===== config.mk =====
export PLATFORM = sky130hd
export DESIGN_NAME = segment_prefix_arith_decoder
export DESIGN_NICKNAME = d
export VERILOG_FILES = /design/src/rtl/seg_arith_pkg.sv /design/src/rtl/imm_extend.sv /design/src/rtl/segment_prefix_arith_decoder.sv
export SDC_FILE = /design/constraint.sdc
export NUM_CORES = 1
export LEC_CHECK = 0
export BUFFER_PORTS_ARGS = -buffer_cell sky130_fd_sc_hd__buf_4
export CAP_MARGIN = 0
export CORE_UTILIZATION = 55
export DETAILED_ROUTE_END_ITERATION = 8
export PLACE_DENSITY = 0.85
export SYNTH_ARGS = -nofsm -noshare
export SYNTH_HDL_FRONTEND = slang
export SYNTH_HIERARCHICAL = 1
export SYNTH_SLANG_ARGS = --single-unit

===== constraint.sdc =====
create_clock -name mclk -period 5.5 [get_ports mclk]
set_clock_uncertainty 0.1 [all_clocks]
set_input_delay 0.55 -clock mclk [delete_from_list [all_inputs] [get_ports mclk]]
set_output_delay 0.55 -clock mclk [all_outputs]
set_load 0.005 [all_outputs]

===== src/rtl/seg_arith_pkg.sv =====
package seg_arith_pkg;

  // ************************************************************
  // Opcode patterns
  // ************************************************************
  localparam logic [7:0] PFX_CODE     = 8'h2E;
  localparam logic [7:0] PFX_STACK    = 8'h36;
  localparam logic [7:0] PFX_DATA     = 8'h3E;
  localparam logic [7:0] PFX_EXTRA    = 8'h26;
  localparam logic [5:0] OPC_ADD_RM   = 6'h00;
  localparam logic [5:0] OPC_ADC_RM   = 6'h04;
  localparam logic [5:0] OPC_SUB_RM   = 6'h0A;
  localparam logic [5:0] OPC_SBB_RM   = 6'h06;
  localparam logic [5:0] OPC_IMM_GRP  = 6'h20;
  localparam logic [6:0] OPC_ADC_ACC  = 7'h0A;
  localparam logic [6:0] OPC_SUB_ACC  = 7'h16;
  localparam logic [6:0] OPC_SBB_ACC  = 7'h0E;
  localparam logic [6:0] OPC_NEG_GRP  = 7'h7B;
  localparam logic [7:0] OPC_ASCII_AA = 8'h37;
  localparam logic [7:0] OPC_DEC_AA   = 8'h27;
  localparam logic [7:0] OPC_ASCII_AS = 8'h3F;
  localparam logic [7:0] OPC_DEC_AS   = 8'h2F;
  localparam logic [2:0] MID_ADC      = 3'h2;
  localparam logic [2:0] MID_SUB      = 3'h5;
  localparam logic [2:0] MID_SBB      = 3'h3;
  localparam logic [2:0] MID_NEG      = 3'h3;
  localparam logic [1:0] MOD_REG      = 2'h3;

  // ************************************************************
  // Field positions
  // ************************************************************
  localparam int BIT_W   = 0;
  localparam int BIT_D   = 1;
  localparam int BIT_S   = 1;
  localparam int MID_LSB = 3;
  localparam int MOD_LSB = 6;

  // ************************************************************
  // Clock counts
  // ************************************************************
  localparam logic [4:0] CLK_PREFIX = 5'h02;
  localparam logic [4:0] CLK_RM_REG = 5'h03;
  localparam logic [4:0] CLK_RM_MEM = 5'h0A;
  localparam logic [4:0] CLK_IM_REG = 5'h04;
  localparam logic [4:0] CLK_IM_MEM = 5'h10;
  localparam logic [4:0] CLK_ACC_B  = 5'h03;
  localparam logic [4:0] CLK_ACC_W  = 5'h04;
  localparam logic [4:0] CLK_AAA    = 5'h08;
  localparam logic [4:0] CLK_DAA    = 5'h04;
  localparam logic [4:0] CLK_AAS    = 5'h07;
  localparam logic [4:0] CLK_DAS    = 5'h04;

  // ************************************************************
  // Operations and segments
  // ************************************************************
  typedef enum logic [3:0] {
    OP_NONE = 4'h0, OP_ADD = 4'h1, OP_ADC = 4'h2, OP_SUB = 4'h3,
    OP_SBB  = 4'h4, OP_NEG = 4'h5, OP_AAA = 4'h6, OP_DAA = 4'h7,
    OP_AAS  = 4'h8, OP_DAS = 4'h9
  } op_t;

  typedef enum logic [2:0] {
    SEG_DEFAULT = 3'h0, SEG_CODE = 3'h1, SEG_STACK = 3'h2,
    SEG_DATA    = 3'h3, SEG_EXTRA = 3'h4
  } seg_t;

  localparam logic [15:0] SIGN_FILL = 16'hFF00;

endpackage


===== src/rtl/imm_extend.sv =====
module imm_extend (
  input  wire logic [7:0]  immLow,
  input  wire logic [7:0]  immHigh,
  input  wire logic        wordOp,
  input  wire logic        signExt,
  output logic      [15:0] immValue
);

  always_comb begin
    if (!wordOp) begin
      immValue = {8'h00, immLow};
    end else if (signExt) begin
      immValue = immLow[7] ? (seg_arith_pkg::SIGN_FILL | {8'h00, immLow}) : {8'h00, immLow};
    end else begin
      immValue = {immHigh, immLow};
    end
  end

endmodule


===== src/rtl/segment_prefix_arith_decoder.sv =====
module segment_prefix_arith_decoder (
  input  wire logic                        mclk,
  input  wire logic                        rst_n,
  input  wire logic                        byteValid,
  input  wire logic [7:0]                  byteData,
  output logic                             byteTaken,
  output logic                             decValid,
  output seg_arith_pkg::op_t               decOp,
  output seg_arith_pkg::seg_t              decSeg,
  output logic                             decWord,
  output logic                             decRegDest,
  output logic                             decMemOp,
  output logic                             decUseAcc,
  output logic [2:0]                       decRegField,
  output logic [2:0]                       decRmField,
  output logic [1:0]                       decModField,
  output logic [15:0]                      decImm,
  output logic [4:0]                       decClocks,
  output logic                             decIllegal
);

  // ************************************************************
  // Collection state machine
  // ************************************************************
  typedef enum logic [4:0] {
    ST_OPC  = 5'b00001,
    ST_MODR = 5'b00010,
    ST_IMML = 5'b00100,
    ST_IMMH = 5'b01000,
    ST_DONE = 5'b10000
  } state_t;

  state_t              state_q, state_d;
  logic [7:0]          opc_q, opc_d;
  logic [7:0]          modrm_q, modrm_d;
  logic [7:0]          immL_q, immL_d;
  logic [7:0]          immH_q, immH_d;
  seg_arith_pkg::seg_t seg_q, seg_d;
  seg_arith_pkg::op_t  op_q, op_d;
  logic                acc_q, acc_d;
  logic                imm_q, imm_d;
  logic                ill_q, ill_d;
  logic                valid_q, valid_d;
  logic [4:0]          clk_q, clk_d;
  logic [15:0]         imm16;
  logic                w, sx, isMem;

  assign w     = opc_q[seg_arith_pkg::BIT_W];
  assign sx    = opc_q[seg_arith_pkg::BIT_S] & (opc_q[7:2] == seg_arith_pkg::OPC_IMM_GRP);
  assign isMem = modrm_q[7:6] != seg_arith_pkg::MOD_REG;

  imm_extend i_imm_extend (
    .immLow   (immL_q),
    .immHigh  (immH_q),
    .wordOp   (w),
    .signExt  (sx),
    .immValue (imm16)
  );

  // ************************************************************
  // Next state
  // ************************************************************
  always_comb begin
    logic [7:0] b;
    logic [2:0] mid;
    b       = byteData;
    mid     = byteData[5:3];
    state_d = state_q;
    opc_d   = opc_q;
    modrm_d = modrm_q;
    immL_d  = immL_q;
    immH_d  = immH_q;
    // Override lasts only for the instruction after the prefix
    seg_d   = (valid_q && (op_q != seg_arith_pkg::OP_NONE || ill_q)) ? seg_arith_pkg::SEG_DEFAULT : seg_q;
    op_d    = op_q;
    acc_d   = acc_q;
    imm_d   = imm_q;
    ill_d   = ill_q;
    valid_d = 1'b0;
    clk_d   = clk_q;
    case (state_q)
      ST_OPC: begin
        if (byteValid) begin
          opc_d   = b;
          acc_d   = 1'b0;
          imm_d   = 1'b0;
          ill_d   = 1'b0;
          modrm_d = 8'h00;
          immL_d  = 8'h00;
          immH_d  = 8'h00;
          state_d = ST_DONE;
          clk_d   = seg_arith_pkg::CLK_RM_REG;
          if      (b == seg_arith_pkg::PFX_CODE)  begin seg_d = seg_arith_pkg::SEG_CODE;  op_d = seg_arith_pkg::OP_NONE; end
          else if (b == seg_arith_pkg::PFX_STACK) begin seg_d = seg_arith_pkg::SEG_STACK; op_d = seg_arith_pkg::OP_NONE; end
          else if (b == seg_arith_pkg::PFX_DATA)  begin seg_d = seg_arith_pkg::SEG_DATA;  op_d = seg_arith_pkg::OP_NONE; end
          else if (b == seg_arith_pkg::PFX_EXTRA) begin seg_d = seg_arith_pkg::SEG_EXTRA; op_d = seg_arith_pkg::OP_NONE; end
          else if (b == seg_arith_pkg::OPC_ASCII_AA) begin op_d = seg_arith_pkg::OP_AAA; clk_d = seg_arith_pkg::CLK_AAA; end
          else if (b == seg_arith_pkg::OPC_DEC_AA)   begin op_d = seg_arith_pkg::OP_DAA; clk_d = seg_arith_pkg::CLK_DAA; end
          else if (b == seg_arith_pkg::OPC_ASCII_AS) begin op_d = seg_arith_pkg::OP_AAS; clk_d = seg_arith_pkg::CLK_AAS; end
          else if (b == seg_arith_pkg::OPC_DEC_AS)   begin op_d = seg_arith_pkg::OP_DAS; clk_d = seg_arith_pkg::CLK_DAS; end
          else if (b[7:2] == seg_arith_pkg::OPC_ADD_RM) begin op_d = seg_arith_pkg::OP_ADD; state_d = ST_MODR; end
          else if (b[7:2] == seg_arith_pkg::OPC_ADC_RM) begin op_d = seg_arith_pkg::OP_ADC; state_d = ST_MODR; end
          else if (b[7:2] == seg_arith_pkg::OPC_SUB_RM) begin op_d = seg_arith_pkg::OP_SUB; state_d = ST_MODR; end
          else if (b[7:2] == seg_arith_pkg::OPC_SBB_RM) begin op_d = seg_arith_pkg::OP_SBB; state_d = ST_MODR; end
          else if (b[7:2] == seg_arith_pkg::OPC_IMM_GRP || b[7:1] == seg_arith_pkg::OPC_NEG_GRP) begin
            state_d = ST_MODR;
          end
          else if (b[7:1] == seg_arith_pkg::OPC_ADC_ACC) begin op_d = seg_arith_pkg::OP_ADC; acc_d = 1'b1; imm_d = 1'b1; state_d = ST_IMML; end
          else if (b[7:1] == seg_arith_pkg::OPC_SUB_ACC) begin op_d = seg_arith_pkg::OP_SUB; acc_d = 1'b1; imm_d = 1'b1; state_d = ST_IMML; end
          else if (b[7:1] == seg_arith_pkg::OPC_SBB_ACC) begin op_d = seg_arith_pkg::OP_SBB; acc_d = 1'b1; imm_d = 1'b1; state_d = ST_IMML; end
          else begin op_d = seg_arith_pkg::OP_NONE; ill_d = 1'b1; end
          if (acc_d) begin
            clk_d = b[seg_arith_pkg::BIT_W] ? seg_arith_pkg::CLK_ACC_W : seg_arith_pkg::CLK_ACC_B;
          end
        end
      end
      ST_MODR: begin
        if (byteValid) begin
          modrm_d = b;
          state_d = ST_DONE;
          if (opc_q[7:2] == seg_arith_pkg::OPC_IMM_GRP) begin
            imm_d   = 1'b1;
            state_d = ST_IMML;
            clk_d   = (b[7:6] != seg_arith_pkg::MOD_REG) ? seg_arith_pkg::CLK_IM_MEM : seg_arith_pkg::CLK_IM_REG;
            if      (mid == seg_arith_pkg::MID_ADC) op_d = seg_arith_pkg::OP_ADC;
            else if (mid == seg_arith_pkg::MID_SUB) op_d = seg_arith_pkg::OP_SUB;
            else if (mid == seg_arith_pkg::MID_SBB) op_d = seg_arith_pkg::OP_SBB;
            else begin op_d = seg_arith_pkg::OP_NONE; ill_d = 1'b1; imm_d = 1'b0; state_d = ST_DONE; end
          end else begin
            clk_d = (b[7:6] != seg_arith_pkg::MOD_REG) ? seg_arith_pkg::CLK_RM_MEM : seg_arith_pkg::CLK_RM_REG;
            if (opc_q[7:1] == seg_arith_pkg::OPC_NEG_GRP) begin
              if (mid == seg_arith_pkg::MID_NEG) op_d = seg_arith_pkg::OP_NEG;
              else begin op_d = seg_arith_pkg::OP_NONE; ill_d = 1'b1; end
            end
          end
        end
      end
      ST_IMML: begin
        if (byteValid) begin
          immL_d  = b;
          state_d = (w && !sx) ? ST_IMMH : ST_DONE;
        end
      end
      ST_IMMH: begin
        if (byteValid) begin
          immH_d  = b;
          state_d = ST_DONE;
        end
      end
      ST_DONE: begin
        valid_d = 1'b1;
        state_d = ST_OPC;
        if (op_q == seg_arith_pkg::OP_NONE && !ill_q) begin
          clk_d = seg_arith_pkg::CLK_PREFIX;
        end
      end
      default: state_d = ST_OPC;
    endcase
  end

  // ************************************************************
  // Registers
  // ************************************************************
  always_ff @(posedge mclk or negedge rst_n) begin
    if (!rst_n) begin
      state_q <= ST_OPC;
      opc_q   <= 8'h00;
      modrm_q <= 8'h00;
      immL_q  <= 8'h00;
      immH_q  <= 8'h00;
      seg_q   <= seg_arith_pkg::SEG_DEFAULT;
      op_q    <= seg_arith_pkg::OP_NONE;
      acc_q   <= 1'b0;
      imm_q   <= 1'b0;
      ill_q   <= 1'b0;
      valid_q <= 1'b0;
      clk_q   <= 5'h00;
    end else begin
      state_q <= state_d;
      opc_q   <= opc_d;
      modrm_q <= modrm_d;
      immL_q  <= immL_d;
      immH_q  <= immH_d;
      seg_q   <= seg_d;
      op_q    <= op_d;
      acc_q   <= acc_d;
      imm_q   <= imm_d;
      ill_q   <= ill_d;
      valid_q <= valid_d;
      clk_q   <= clk_d;
    end
  end

  // ************************************************************
  // Output registers
  // ************************************************************
  logic        outV_q;
  logic [15:0] outImm_q;
  always_ff @(posedge mclk or negedge rst_n) begin
    if (!rst_n) begin
      byteTaken   <= 1'b0;
      outV_q      <= 1'b0;
      decOp       <= seg_arith_pkg::OP_NONE;
      decSeg      <= seg_arith_pkg::SEG_DEFAULT;
      decWord     <= 1'b0;
      decRegDest  <= 1'b0;
      decMemOp    <= 1'b0;
      decUseAcc   <= 1'b0;
      decRegField <= 3'h0;
      decRmField  <= 3'h0;
      decModField <= 2'h0;
      outImm_q    <= 16'h0000;
      decClocks   <= 5'h00;
      decIllegal  <= 1'b0;
    end else begin
      byteTaken <= byteValid && (state_q != ST_DONE);
      outV_q    <= valid_d;
      if (valid_d) begin
        decOp       <= op_q;
        decSeg      <= seg_q;
        decWord     <= w;
        decRegDest  <= opc_q[seg_arith_pkg::BIT_D] & ~opc_q[7];
        decMemOp    <= isMem & ~acc_q & (op_q > seg_arith_pkg::OP_NONE) & (op_q < seg_arith_pkg::OP_AAA);
        decUseAcc   <= acc_q;
        decRegField <= modrm_q[5:3];
        decRmField  <= modrm_q[2:0];
        decModField <= modrm_q[7:6];
        outImm_q    <= imm_q ? imm16 : 16'h0000;
        decClocks   <= clk_d;
        decIllegal  <= ill_q;
      end
    end
  end
  assign decValid = outV_q;
  assign decImm   = outImm_q;

  a_prefix_clocks: assert property (@(posedge mclk) disable iff (!rst_n)
    decValid && decOp == seg_arith_pkg::OP_NONE && !decIllegal
    |-> decClocks == seg_arith_pkg::CLK_PREFIX && decSeg != seg_arith_pkg::SEG_DEFAULT)
    else $error("prefix timing wrong");
  a_adjust_clocks: assert property (@(posedge mclk) disable iff (!rst_n)
    decValid && decOp == seg_arith_pkg::OP_AAA |-> decClocks == seg_arith_pkg::CLK_AAA)
    else $error("ascii add adjust timing wrong");
  a_decimal_add_clocks: assert property (@(posedge mclk) disable iff (!rst_n)
    decValid && decOp == seg_arith_pkg::OP_DAA |-> decClocks == seg_arith_pkg::CLK_DAA)
    else $error("decimal add adjust timing wrong");
  a_ascii_sub_clocks: assert property (@(posedge mclk) disable iff (!rst_n)
    decValid && decOp == seg_arith_pkg::OP_AAS |-> decClocks == seg_arith_pkg::CLK_AAS)
    else $error("ascii subtract adjust timing wrong");
  a_decimal_sub_clocks: assert property (@(posedge mclk) disable iff (!rst_n)
    decValid && decOp == seg_arith_pkg::OP_DAS |-> decClocks == seg_arith_pkg::CLK_DAS)
    else $error("decimal subtract adjust timing wrong");
  a_add_clocks: assert property (@(posedge mclk) disable iff (!rst_n)
    decValid && decOp == seg_arith_pkg::OP_ADD
    |-> decClocks == (decMemOp ? seg_arith_pkg::CLK_RM_MEM : seg_arith_pkg::CLK_RM_REG))
    else $error("add timing wrong");
  a_negate_clocks: assert property (@(posedge mclk) disable iff (!rst_n)
    decValid && decOp == seg_arith_pkg::OP_NEG
    |-> decClocks == (decMemOp ? seg_arith_pkg::CLK_RM_MEM : seg_arith_pkg::CLK_RM_REG))
    else $error("negate timing wrong");

endmodule


* Yosys cells after proc, flatten, opt, wreduce, memory -nomap -nowiden
Cells that the tools add are included.
** Operators by class
- $lt $le $gt $ge :: 2
- Equality and inequality tests :: 38
- Multiplexer cells :: 133
- Bitwise operators :: 7
- Reduce and logical (&&, ||, !) cells :: 22
** Operators with widths (number)
- $mux W5 :: 31
- $mux W4 :: 23
- $eq A8 B6 Y1 const B :: 8
- $mux W16 :: 4
- $mux W3 :: 18
- $pmux W8 S2 :: 3
- $mux W1 :: 47
- $pmux W5 S4 :: 1
- $mux W8 :: 2
- $pmux W5 S3 :: 1
- $eq A7 B4 Y1 const B :: 2
- $eq A7 B7 Y1 const B :: 2
- $ne A14 B14 Y1 const B :: 1
- $ne A2 B2 Y1 const B :: 7
- $eq A6 B3 Y1 const B :: 2
- $eq A6 B6 Y1 const B :: 2
- $ne A3 B3 Y1 const B :: 3
- $reduce_and A3 Y1 :: 3
- $pmux W4 S2 :: 1
- $reduce_and A4 Y1 :: 2
- $eq A7 B5 Y1 const B :: 1
- $eq A3 B2 Y1 const B :: 2
- $eq A6 B4 Y1 const B :: 1
- $logic_not A6 Y1 :: 1
- other kinds (21) :: 34
** Word-level totals
- Register bits :: 95
- Output and inout bits :: 43

* Depth between registers and ports, before layout
Gate-level depths: netlist of the first run.
- Word-level depth :: 22
- Depth in mapped cells :: 8

* Hierarchy
The synthesis of the first run kept the hierarchy.
** Modules (own cells, without submodules)
- segment_prefix_arith_decoder :: instances 1, cells each 454, area each 4438.0 µm², seq. area each 2378.5 µm²
- imm_extend :: instances 1, cells each 25, area each 196.4 µm², seq. area each 0.0 µm²

* Worst setup path before layout of the first run
Ideal clock, no wire load.
- Path kind :: input to register
- Start point :: in byteData[2]
- End point :: reg state_q[4]
- Library setup time :: 0.088 ns
- Arrival :: 1.759 ns
- Required time :: 5.312 ns
- Slack :: 3.552 ns
- Cell stages on the path :: 7
- Path through :: buf_6 and3_1 buf_6 a31o_4 a221oi_2 nand3_1 a41oi_1
** On the way
- Cells in the longest elaborated chain, start to end :: 19
- Elaborated cells on any way between the ends :: 36
** RTL lines
- start: declaration :: RTL line segment_prefix_arith_decoder.sv:5 : input wire logic [7:0] byteData,
- $eq A7 B4 Y1 :: RTL line segment_prefix_arith_decoder.sv:110 : else if (b[7:1] == seg_arith_pkg::OPC_SBB_ACC) begin op_d = seg_arith_pkg::OP_SBB; acc_d = 1'b1; imm_d = 1'b1; ...
- $mux W5 :: RTL line segment_prefix_arith_decoder.sv:110
- $mux W5 :: RTL line segment_prefix_arith_decoder.sv:109 : else if (b[7:1] == seg_arith_pkg::OPC_SUB_ACC) begin op_d = seg_arith_pkg::OP_SUB; acc_d = 1'b1; imm_d = 1'b1; ...
- $mux W5 :: RTL line segment_prefix_arith_decoder.sv:108 : else if (b[7:1] == seg_arith_pkg::OPC_ADC_ACC) begin op_d = seg_arith_pkg::OP_ADC; acc_d = 1'b1; imm_d = 1'b1; ...
- $mux W5 :: RTL line segment_prefix_arith_decoder.sv:105 : else if (b[7:2] == seg_arith_pkg::OPC_IMM_GRP || b[7:1] == seg_arith_pkg::OPC_NEG_GRP) begin
- $mux W5 :: RTL line segment_prefix_arith_decoder.sv:104 : else if (b[7:2] == seg_arith_pkg::OPC_SBB_RM) begin op_d = seg_arith_pkg::OP_SBB; state_d = ST_MODR; end
- $mux W5 :: RTL line segment_prefix_arith_decoder.sv:103 : else if (b[7:2] == seg_arith_pkg::OPC_SUB_RM) begin op_d = seg_arith_pkg::OP_SUB; state_d = ST_MODR; end
- $mux W5 :: RTL line segment_prefix_arith_decoder.sv:102 : else if (b[7:2] == seg_arith_pkg::OPC_ADC_RM) begin op_d = seg_arith_pkg::OP_ADC; state_d = ST_MODR; end
- [3 not listed]
- $mux W5 :: RTL line segment_prefix_arith_decoder.sv:98 : else if (b == seg_arith_pkg::OPC_DEC_AA) begin op_d = seg_arith_pkg::OP_DAA; clk_d = seg_arith_pkg::CLK_DAA; e ...
- $mux W5 :: RTL line segment_prefix_arith_decoder.sv:97 : else if (b == seg_arith_pkg::OPC_ASCII_AA) begin op_d = seg_arith_pkg::OP_AAA; clk_d = seg_arith_pkg::CLK_AAA; ...
- $mux W5 :: RTL line segment_prefix_arith_decoder.sv:96 : else if (b == seg_arith_pkg::PFX_EXTRA) begin seg_d = seg_arith_pkg::SEG_EXTRA; op_d = seg_arith_pkg::OP_NONE; ...
- $mux W5 :: RTL line segment_prefix_arith_decoder.sv:95 : else if (b == seg_arith_pkg::PFX_DATA) begin seg_d = seg_arith_pkg::SEG_DATA; op_d = seg_arith_pkg::OP_NONE; e ...
- $mux W5 :: RTL line segment_prefix_arith_decoder.sv:94 : else if (b == seg_arith_pkg::PFX_STACK) begin seg_d = seg_arith_pkg::SEG_STACK; op_d = seg_arith_pkg::OP_NONE; ...
- $mux W5 (*) :: RTL line segment_prefix_arith_decoder.sv:93 : if (b == seg_arith_pkg::PFX_CODE) begin seg_d = seg_arith_pkg::SEG_CODE; op_d = seg_arith_pkg::OP_NONE; end
- $mux W5 (*) :: RTL line segment_prefix_arith_decoder.sv:83 : if (byteValid) begin
- $pmux W5 S4 (*) :: RTL line segment_prefix_arith_decoder.sv:81 : case (state_q)
- end signal: assignment :: RTL line segment_prefix_arith_decoder.sv:179 : state_q <= state_d;
- end: declaration :: RTL line segment_prefix_arith_decoder.sv:33 : state_t state_q, state_d;
Every way passes the cells marked *; elsewhere a longest branch is shown, timed or not. The select of a mux whose other input is x is not followed.
A chain may end at the register's enable or synchronous reset.

* Worst setup path in the final report of the first run
- Start point :: reg state_q[0]
- End point :: reg clk_q[3]
** On the way
- Cells in the longest elaborated chain, start to end :: 2
- Elaborated cells on any way between the ends :: 4
** RTL lines
- $eq A5 B5 Y1 (tied with other cells) :: RTL line segment_prefix_arith_decoder.sv:81
- $pmux W5 S3 (*) :: RTL line segment_prefix_arith_decoder.sv:81
- net clk_d[3] :: RTL line segment_prefix_arith_decoder.sv:44 : logic [4:0] clk_q, clk_d;
- end signal: assignment :: RTL line segment_prefix_arith_decoder.sv:190 : clk_q <= clk_d;
- end: declaration :: RTL line segment_prefix_arith_decoder.sv:44
The timed path passes the listed nets; every way through them passes the cells marked *.

==> flow_summary.ini, run 1 <==
[sta]
maxSlewHeadroom = 0.543
hold_ws_ps = 57.5
hold_viol = 0
worstMarginPinSlew_ps = 684
rsz0062_at_grt = no
period_share = 0.424
finalWorstSetupSlack_ps = 3170
drv_slew = 0
min_period_ps = 2330
setup_viol = 0
setup_tns_ps = 0
max_freq_ghz = 0.429

[logic_synthesis]
postSynthCellCount = 479
synth_edf_count = 0
synth_top_area_cell = dfrtp_1
ys_ff_latch = 95
ys.flop_type = dfrtp_1
synth_nets = 490
ys_types = 68
async_flop_share = 1.00
syn_avg_cell_area_um2 = 9.68
syn_area_um2 = 4630
yosys.area.top_type_share = 0.508
seq_area_frac_synth = 0.513
synth_warnings = 6
synth_area_leaders = dfrtp_1 (51%), nand2_1 (9.6%), a22o_1 (5.7%)

[floorplanning]
dieHeight_um = 93.8
start_util = 0.567
dieWidth_um = 93.8
core-area_um2 = 8180
ioPinCount = 54
die_area_um2 = 8800
rows = 33

[critical_path]
crit_arrival_ps = 2490
crit_type = reg -> reg
required_ps = 5660
r2r_cells = 8
crit_fanout = 47
end_kind = flop
cp-startpoint = state_q[0]
worstSetupStartpointType = flop
r2r-start = state_q[0]

[routing]
vias_per_cell = 5.96
final_antenna_net_count = 0
vias = 3657
dr.pass1.iters = 9
drt_first_iter_violations = 240
drc = 0
avgRoutedWirePerCell_um = 17.9
routed_wl_um = 11000

[pwr]
power.leakage_uw = 0.00253
powerDensity_nw_per_um2 = 322
ir_drop_v = 0.000180

[place]
portBuffers = 53
placedCellCount = 598
preCtsSetupSlack_ps = 3170
dp_hpwl_um = 7580
gp_congestion = 0.931

[final_layout]
area_growth_pct = 10.0
finalNonFillerCells = 614
seqCellArea_um2 = 2380
fillers = 671
nets = 515
final_cell_mix = nand2_1 (118), dfrtp_1 (94), buf_4 (56)
utilization = 0.624
n_antenna_cell = 0
final_common_cell = nand2_1
drive_above_1_share = 0.191
multi_input_area_um2 = 1950

[clock_network]
cts_tree = built
clk_pin_slew_ps = 100
clockBufferDepth = 2
cts_root_buffer = clkbuf_8
insertion_delay_ps = 370
cts_htree_levels = 3
ctsHoldBuffers = 0
cts_setup_buffers = 0
numCtsBuffers = 9
cts_sinks = 95
cts_resized = 0

[run_status]
status = finished clean

[grt]
grt_max_degree = 52
grt_remaining_overflow = 0
antenna_found_initial = 0
grt_pass1_vias = 3401
grt_usage = 0.268
grt_first_pass_wirelength_um = 17800

[hold_path]
hold_class = in -> async

[flow_run]
maxCapViolCount = 0
## synth_stat cells (2+ instances only)
library cell  number
o22ai_1            3
a32oi_1            4
mux2_2             4
a32o_1             2
clkbuf_8           2
o31ai_1            5
a21oi_1           11
nand2b_2           3
dfrtp_1           94
nor2b_1            6
nand3b_1           4
nor3_1             4
or2b_2             2
nand3_1           28
o21bai_1           2
nor4_1             2
nand2_1          118
or3_1              3
o21a_1             2
xor2_1             2
buf_4              9
nand2b_1           7
nand4_1            3
and2_1             3
o21ai_0           20
a21boi_1           6
a211oi_1           2
a21boi_2           2
inv_1              7
nor2_1            19
o22a_1             2
o211ai_1           4
clkbuf_1          11
a22o_1            30
buf_2             13
and3_1             3
buf_6              6
## critical path: stages, from the launching register on
cell	delay [ps]
dfstp_2	620
nor3_1	80
nand3b_1	100
buf_4	420
inv_1	80
buf_4	270
a21o_1	240
o31ai_2	180
o31ai_1	100
## stage by stage
stage	instance area [µm²]	power [µW]
6_report	5100	1640
5_1_grt	5100	1730
4_1_cts	5100	1650
3_5_place_dp	4910	1210
3_3_place_gp	4910	1190
2_1_floorplan	4630	1070
## power by group
| group | internal [µW] | total [µW] | switching, µW |
|---|---|---|---|
| logic | 149 | 344 | 195 |
| clock network | 175 | 443 | 269 |
| registers | 780 | 853 | 72.8 |
| total | 1100 | 1640 | 536 |
## per-layer routing
metal / part of all wire / track usage / vias up
met3: 0.064 / 0.0413 / 15
met2: 0.47 / 0.414 / 154
met5: 0 / 0 / -
met1: 0.45 / 0.390 / 1775
li1: - / - / 1713
met4: 0.016 / 0.0846 / 0
## cell type report
type | count | share of cell area
Clock buffer | 9 | 0.0243
Clock inverter | 7 | 0.0123
Inverter | 8 | 0.00589
Multi-Input combinational cell | 334 | 0.383
Sequential cell | 95 | 0.466
Tap cell | 105 | 0.0258
Timing Repair Buffer | 56 | 0.0824
## state kept, by name, summed over array words and instances, names as in the netlist, 2 cells and up
| name | cells |
|---|---|
| clk_q | 5 |
| decClocks | 5 |
| decImm | 16 |
| decModField | 2 |
| decOp | 4 |
| decRegField | 3 |
| decRmField | 3 |
| decSeg | 3 |
| immH_q | 8 |
| immL_q | 8 |
| modrm_q | 8 |
| op_q | 4 |
| opc_q | 8 |
| seg_q | 3 |
| state_q | 5 |
## final timing paths
path | slack [ps] | endpoint
min in group mclk | 370 | opc_q[2]
max reg2reg | 3170 | clk_q[3]
min reg2reg | 380 | decImm[9]
max in group asynchronous | 4180 | op_q[0]
max | 3170 | clk_q[3]
min | 60 | decRmField[0]
## cell families after synthesis
| logic type | Yosys count | share of synthesized area |
|---|---|---|
| compound gates | 110 | 0.181 |
| xor+xnor | 3 | 0.00567 |
| buf+inv | 50 | 0.0653 |
| flops | 95 | 0.513 |
| mux | 5 | 0.0119 |
| simple gates | 216 | 0.223 |
Power figures use the tool's default switching activity.
==> inputs of run 2 (changes only) <==
CORE_UTILIZATION = 53   (was 55)
clock period = 2 ns   (was 5.5 ns; I/O delays follow)
==> flow_summary.ini, run 2 (same netlist as run 1, synthesis figures left out) <==
[routing]
final_antenna_net_count = 0
dr.pass1.iters = 5
wl_met2_um = 5360
routed_wl_um = 11400
drc = 0
wl_met1_um = 5120
drt_first_iter_violations = 295
vias = 3752
route.top_layer_used = met4
avgRoutedWirePerCell_um = 17.9
vias_per_cell = 5.91
wl_met3_um = 720

[floorplanning]
rows = 33
dieWidth_um = 95.5
start_util = 0.556
dieHeight_um = 95.5
die_area_um2 = 9120
ioPinCount = 54
core-area_um2 = 8340

[sta]
hold_viol = 0
drv_slew = 0
setup_viol = 0
rsz0062_at_grt = yes
period_share = 0.987
min_period_ps = 1970
max_freq_ghz = 0.507
worstMarginPinSlew_ps = 567
maxSlewHeadroom = 0.622

[clock_network]
clk_pin_slew_ps = 110
cts_sinks = 95
cts_root_buffer = clkbuf_8
cts_tree = built
cts_htree_levels = 3
clockBufferDepth = 2
insertion_delay_ps = 390
numCtsBuffers = 9

[final_layout]
drive_above_1_share = 0.236
largest_reg_flops = 16
nets = 536
finalNonFillerCells = 635
area_growth_pct = 15.9
final_cell_mix = nand2_1 (117), dfrtp_1 (94), buf_4 (72)
n_antenna_cell = 0
fillers = 663
final_common_cell = nand2_1
utilization = 0.644
design_area_um2 = 5370

[critical_path]
rr_endpoint = seg_q[0]
end_kind = flop
cp_cell_sequence = and2b_1, nand3_2, or3_1, nand3_1, o21ai_0
cpPeakStageDelay_ps = 660
r2r_cells = 5
crit_family = simple AND/OR/NAND/NOR gates
cp.buffers_inverters = 0
r2r-start = state_q[0]
cp_slowest_cell = dfstp_2
required_ps = 2190
crit_fanout = 9
reg2reg_slack_ps = 30
crit_arrival_ps = 2160
crit_type = reg -> reg
worstSetupStartpointType = flop

[place]
placedCellCount = 616
dp_hpwl_um = 7910
dpl-instance-area_um2 = 5090
gp_congestion = 0.977
portBuffers = 53

[pwr]
ir_drop_v = 0.000572
power.leakage_uw = 0.00266
powerDensity_nw_per_um2 = 874

[grt]
grt_pass1_vias = 3511
grt_remaining_overflow = 0
grt_first_pass_wirelength_um = 17900
grt_max_degree = 45
grt_usage = 0.262
antenna_found_initial = 0

[hold_path]
min_from = byteData[5]
hold_class = in -> reg
whs_path_depth = 3
whs_endpoint = opc_q[5]

[flow_run]
maxCapViolCount = 0

[run_status]
status = finished clean
-- run 2: cell count changes in the layout (fill, tap and decap cells not counted), moves of 2 or more --
cell,delta
nor2_2,+2
dlygate4sd3_1,+2
buf_12,+3
nor2_1,-3
inv_6,-2
buf_4,+16
-- run 2: routing by layer --
layer	track usage	vias up
met4	0.0808	0
met2	0.405	138
li1	-	1757
met5	0	-
met3	0.0582	18
met1	0.367	1839
-- run 2: how the worst max path moves through the flow --
stage | slack [ps] | from | cells past startpoint | endpoint
after floorplan | 180 | state_q[0] | 6 | seg_q[2]
after global placement | 140 | op_q[0] | 5 | clk_q[3]
after detailed placement | 70 | op_q[1] | 5 | clk_q[3]
after CTS | 30 | state_q[2] | 5 | immH_q[5]
after global routing | -70 | state_q[2] | 5 | decMemOp
final | 30 | state_q[0] | 5 | seg_q[0]
-- run 2: worst register-to-register path: stages (launching register included) --
cell     delay (ps)
dfstp_2         660
and2b_1         270
nand3_2         110
or3_1           480
nand3_1         160
o21ai_0          90
-- run 2: cell type report --
class	count	area [µm²]	area share
timing repair buffer	77	621	0.116
sequential	95	2380	0.443
tap	105	131	0.0245
clock inverter	7	75.1	0.0140
inverter	8	30.0	0.00559
multi-input combinational	334	2010	0.375
clock buffer	9	124	0.0231
-- run 2: where the power goes --
part	switching [µW]	internal (µW)
Combinational	578	491
Sequential	191	2140
Clock	796	493
Total	1570	3130
-- run 2: metrics by stage --
stage / total power [µW] / setup TNS, ps / hold slack [ps] / worst slack, ps
2_1_floorplan: 2940 / 0 / -196 / 180
3_3_place_gp: 3350 / 0 / 96.3 / 145
3_5_place_dp: 3390 / 0 / 102 / 73.8
4_1_cts: 4660 / 0 / 11.8 / 34.0
5_1_grt: 4920 / -226 / 31.9 / -68.5
6_report: 4690 / 0 / 15.5 / 26.4
-- run 2: repair_timing --
action,4_1_cts,5_1_grt
buffers inserted,0,1
setup endpoints to repair,0,48
hold endpoints to repair,36,0
hold buffers,2,0
gates resized for setup,0,13
==> inputs of run 3 (changes only) <==
CORE_UTILIZATION = 55   (was 53)
clock period = 2.12 ns   (was 2 ns; I/O delays follow)
==> flow_summary.ini, run 3 (same netlist as run 1, synthesis figures left out) <==
[critical_path]
crit_arrival_ps = 2180
cp_cell_sequence = nor3_1, nand3b_1, inv_1, buf_4, nand3_1, nand2_1
end_kind = flop
worstSetupStartpointType = flop
crit_type = reg -> reg
crit_fanout = 16
cpPeakStageDelay_ps = 520
cp_slowest_cell = dfrtp_1
required_ps = 2330

[sta]
rsz0062_at_grt = no
worstMarginPinSlew_ps = 575
setup_tns_ps = 0
max_freq_ghz = 0.506
min_period_ps = 1980
hold_viol = 0
drv_slew = 0
period_share = 0.932
finalWorstSetupSlack_ps = 143
maxSlewHeadroom = 0.617
setup_viol = 0

[clock_network]
cts_tree = built
numCtsBuffers = 9
cts_sinks = 95
clockBufferDepth = 2
cts_root_buffer = clkbuf_8
clk_pin_slew_ps = 100
insertion_delay_ps = 370
cts_htree_levels = 3

[routing]
routed_wl_um = 11100
vias = 3750
vias_per_cell = 5.95
final_antenna_net_count = 0
drt_first_iter_violations = 278
dr.pass1.iters = 7
avgRoutedWirePerCell_um = 17.6
drc = 0

[place]
portBuffers = 53
gp_congestion = 0.944
dp_hpwl_um = 7890
placedCellCount = 611
preCtsSetupSlack_ps = 172
dpl-instance-area_um2 = 5020

[grt]
grt_usage = 0.273
grt_max_degree = 42
grt_first_pass_wirelength_um = 18300
grt_remaining_overflow = 0
antenna_found_initial = 0
grt_pass1_vias = 3667

[final_layout]
fillers = 680
n_antenna_cell = 0
area_growth_pct = 13.6
largest_reg_flops = 16
design_area_um2 = 5260
drive_above_1_share = 0.213
finalNonFillerCells = 630
nets = 531
final_cell_mix = nand2_1 (118), dfrtp_1 (94), buf_4 (70)
final_common_cell = nand2_1

[pwr]
ir_drop_v = 0.000490
powerDensity_nw_per_um2 = 848
power.leakage_uw = 0.00262

[floorplanning]
start_util = 0.567
rows = 33
ioPinCount = 54
die_area_um2 = 8800
dieWidth_um = 93.8
dieHeight_um = 93.8
core-area_um2 = 8180

[run_status]
status = finished clean

[hold_path]
hold_class = in -> reg

[flow_run]
maxCapViolCount = 0
-- run 3: routing by layer --
layer	global-route usage	part of all wire
met1	0.376	0.45
met3	0.0680	0.065
met4	0.103	0.028
met5	0	0
met2	0.416	0.45
-- run 3: metrics by stage --
step	hold WS (ps)	util	power, µW
2_1_floorplan	-184	-	2770
3_3_place_gp	98.0	0.614	3130
3_5_place_dp	97.8	0.614	3170
4_1_cts	41.8	0.642	4450
5_1_grt	42.5	0.644	4690
6_report	49.9	0.644	4460
-- run 3: layout make-up --
cell class / count / area, µm² / area share
clock buffer: 10 / 138 / 0.0261
clock inverter: 6 / 77.6 / 0.0147
inverter: 8 / 30.0 / 0.00570
multi-input combinational: 334 / 1950 / 0.371
sequential: 95 / 2380 / 0.452
tap: 105 / 131 / 0.0250
timing repair buffer: 72 / 556 / 0.106
-- run 3: repair_timing --
item / CTS / global route
hold endpoints to repair: 31 / 0
resized for setup: 0 / 0
setup buffers: 0 / 2
setup endpoints to repair: 0 / 1
hold buffers: 1 / 0
-- run 3: power breakdown --
part,internal [µW],switching (µW)
Clock,596,698
Sequential,2020,196
Combinational,435,516
Total,3050,1410
-- run 3: worst paths after layout --
check | startpoint | to | slack [ps] | cells past startpoint
max reg2reg | state_q[3] | decImm[10] | 140 | 6
max | state_q[3] | decImm[10] | 140 | 6
min reg2reg | decImm[9] | decImm[9] | 380 | 2
max in group asynchronous | rst_n | decUseAcc | 1060 | 3
min in group asynchronous | rst_n | imm_q | 220 | 2
min | byteData[7] | opc_q[7] | 50 | 3
-- run 3: critical path: cells and delay by family, from the launching register on --
kind                   cells  cell delay [ps]
buffers and inverters      2              520
DFF                        1              520
and+or+nand+nor            4              770
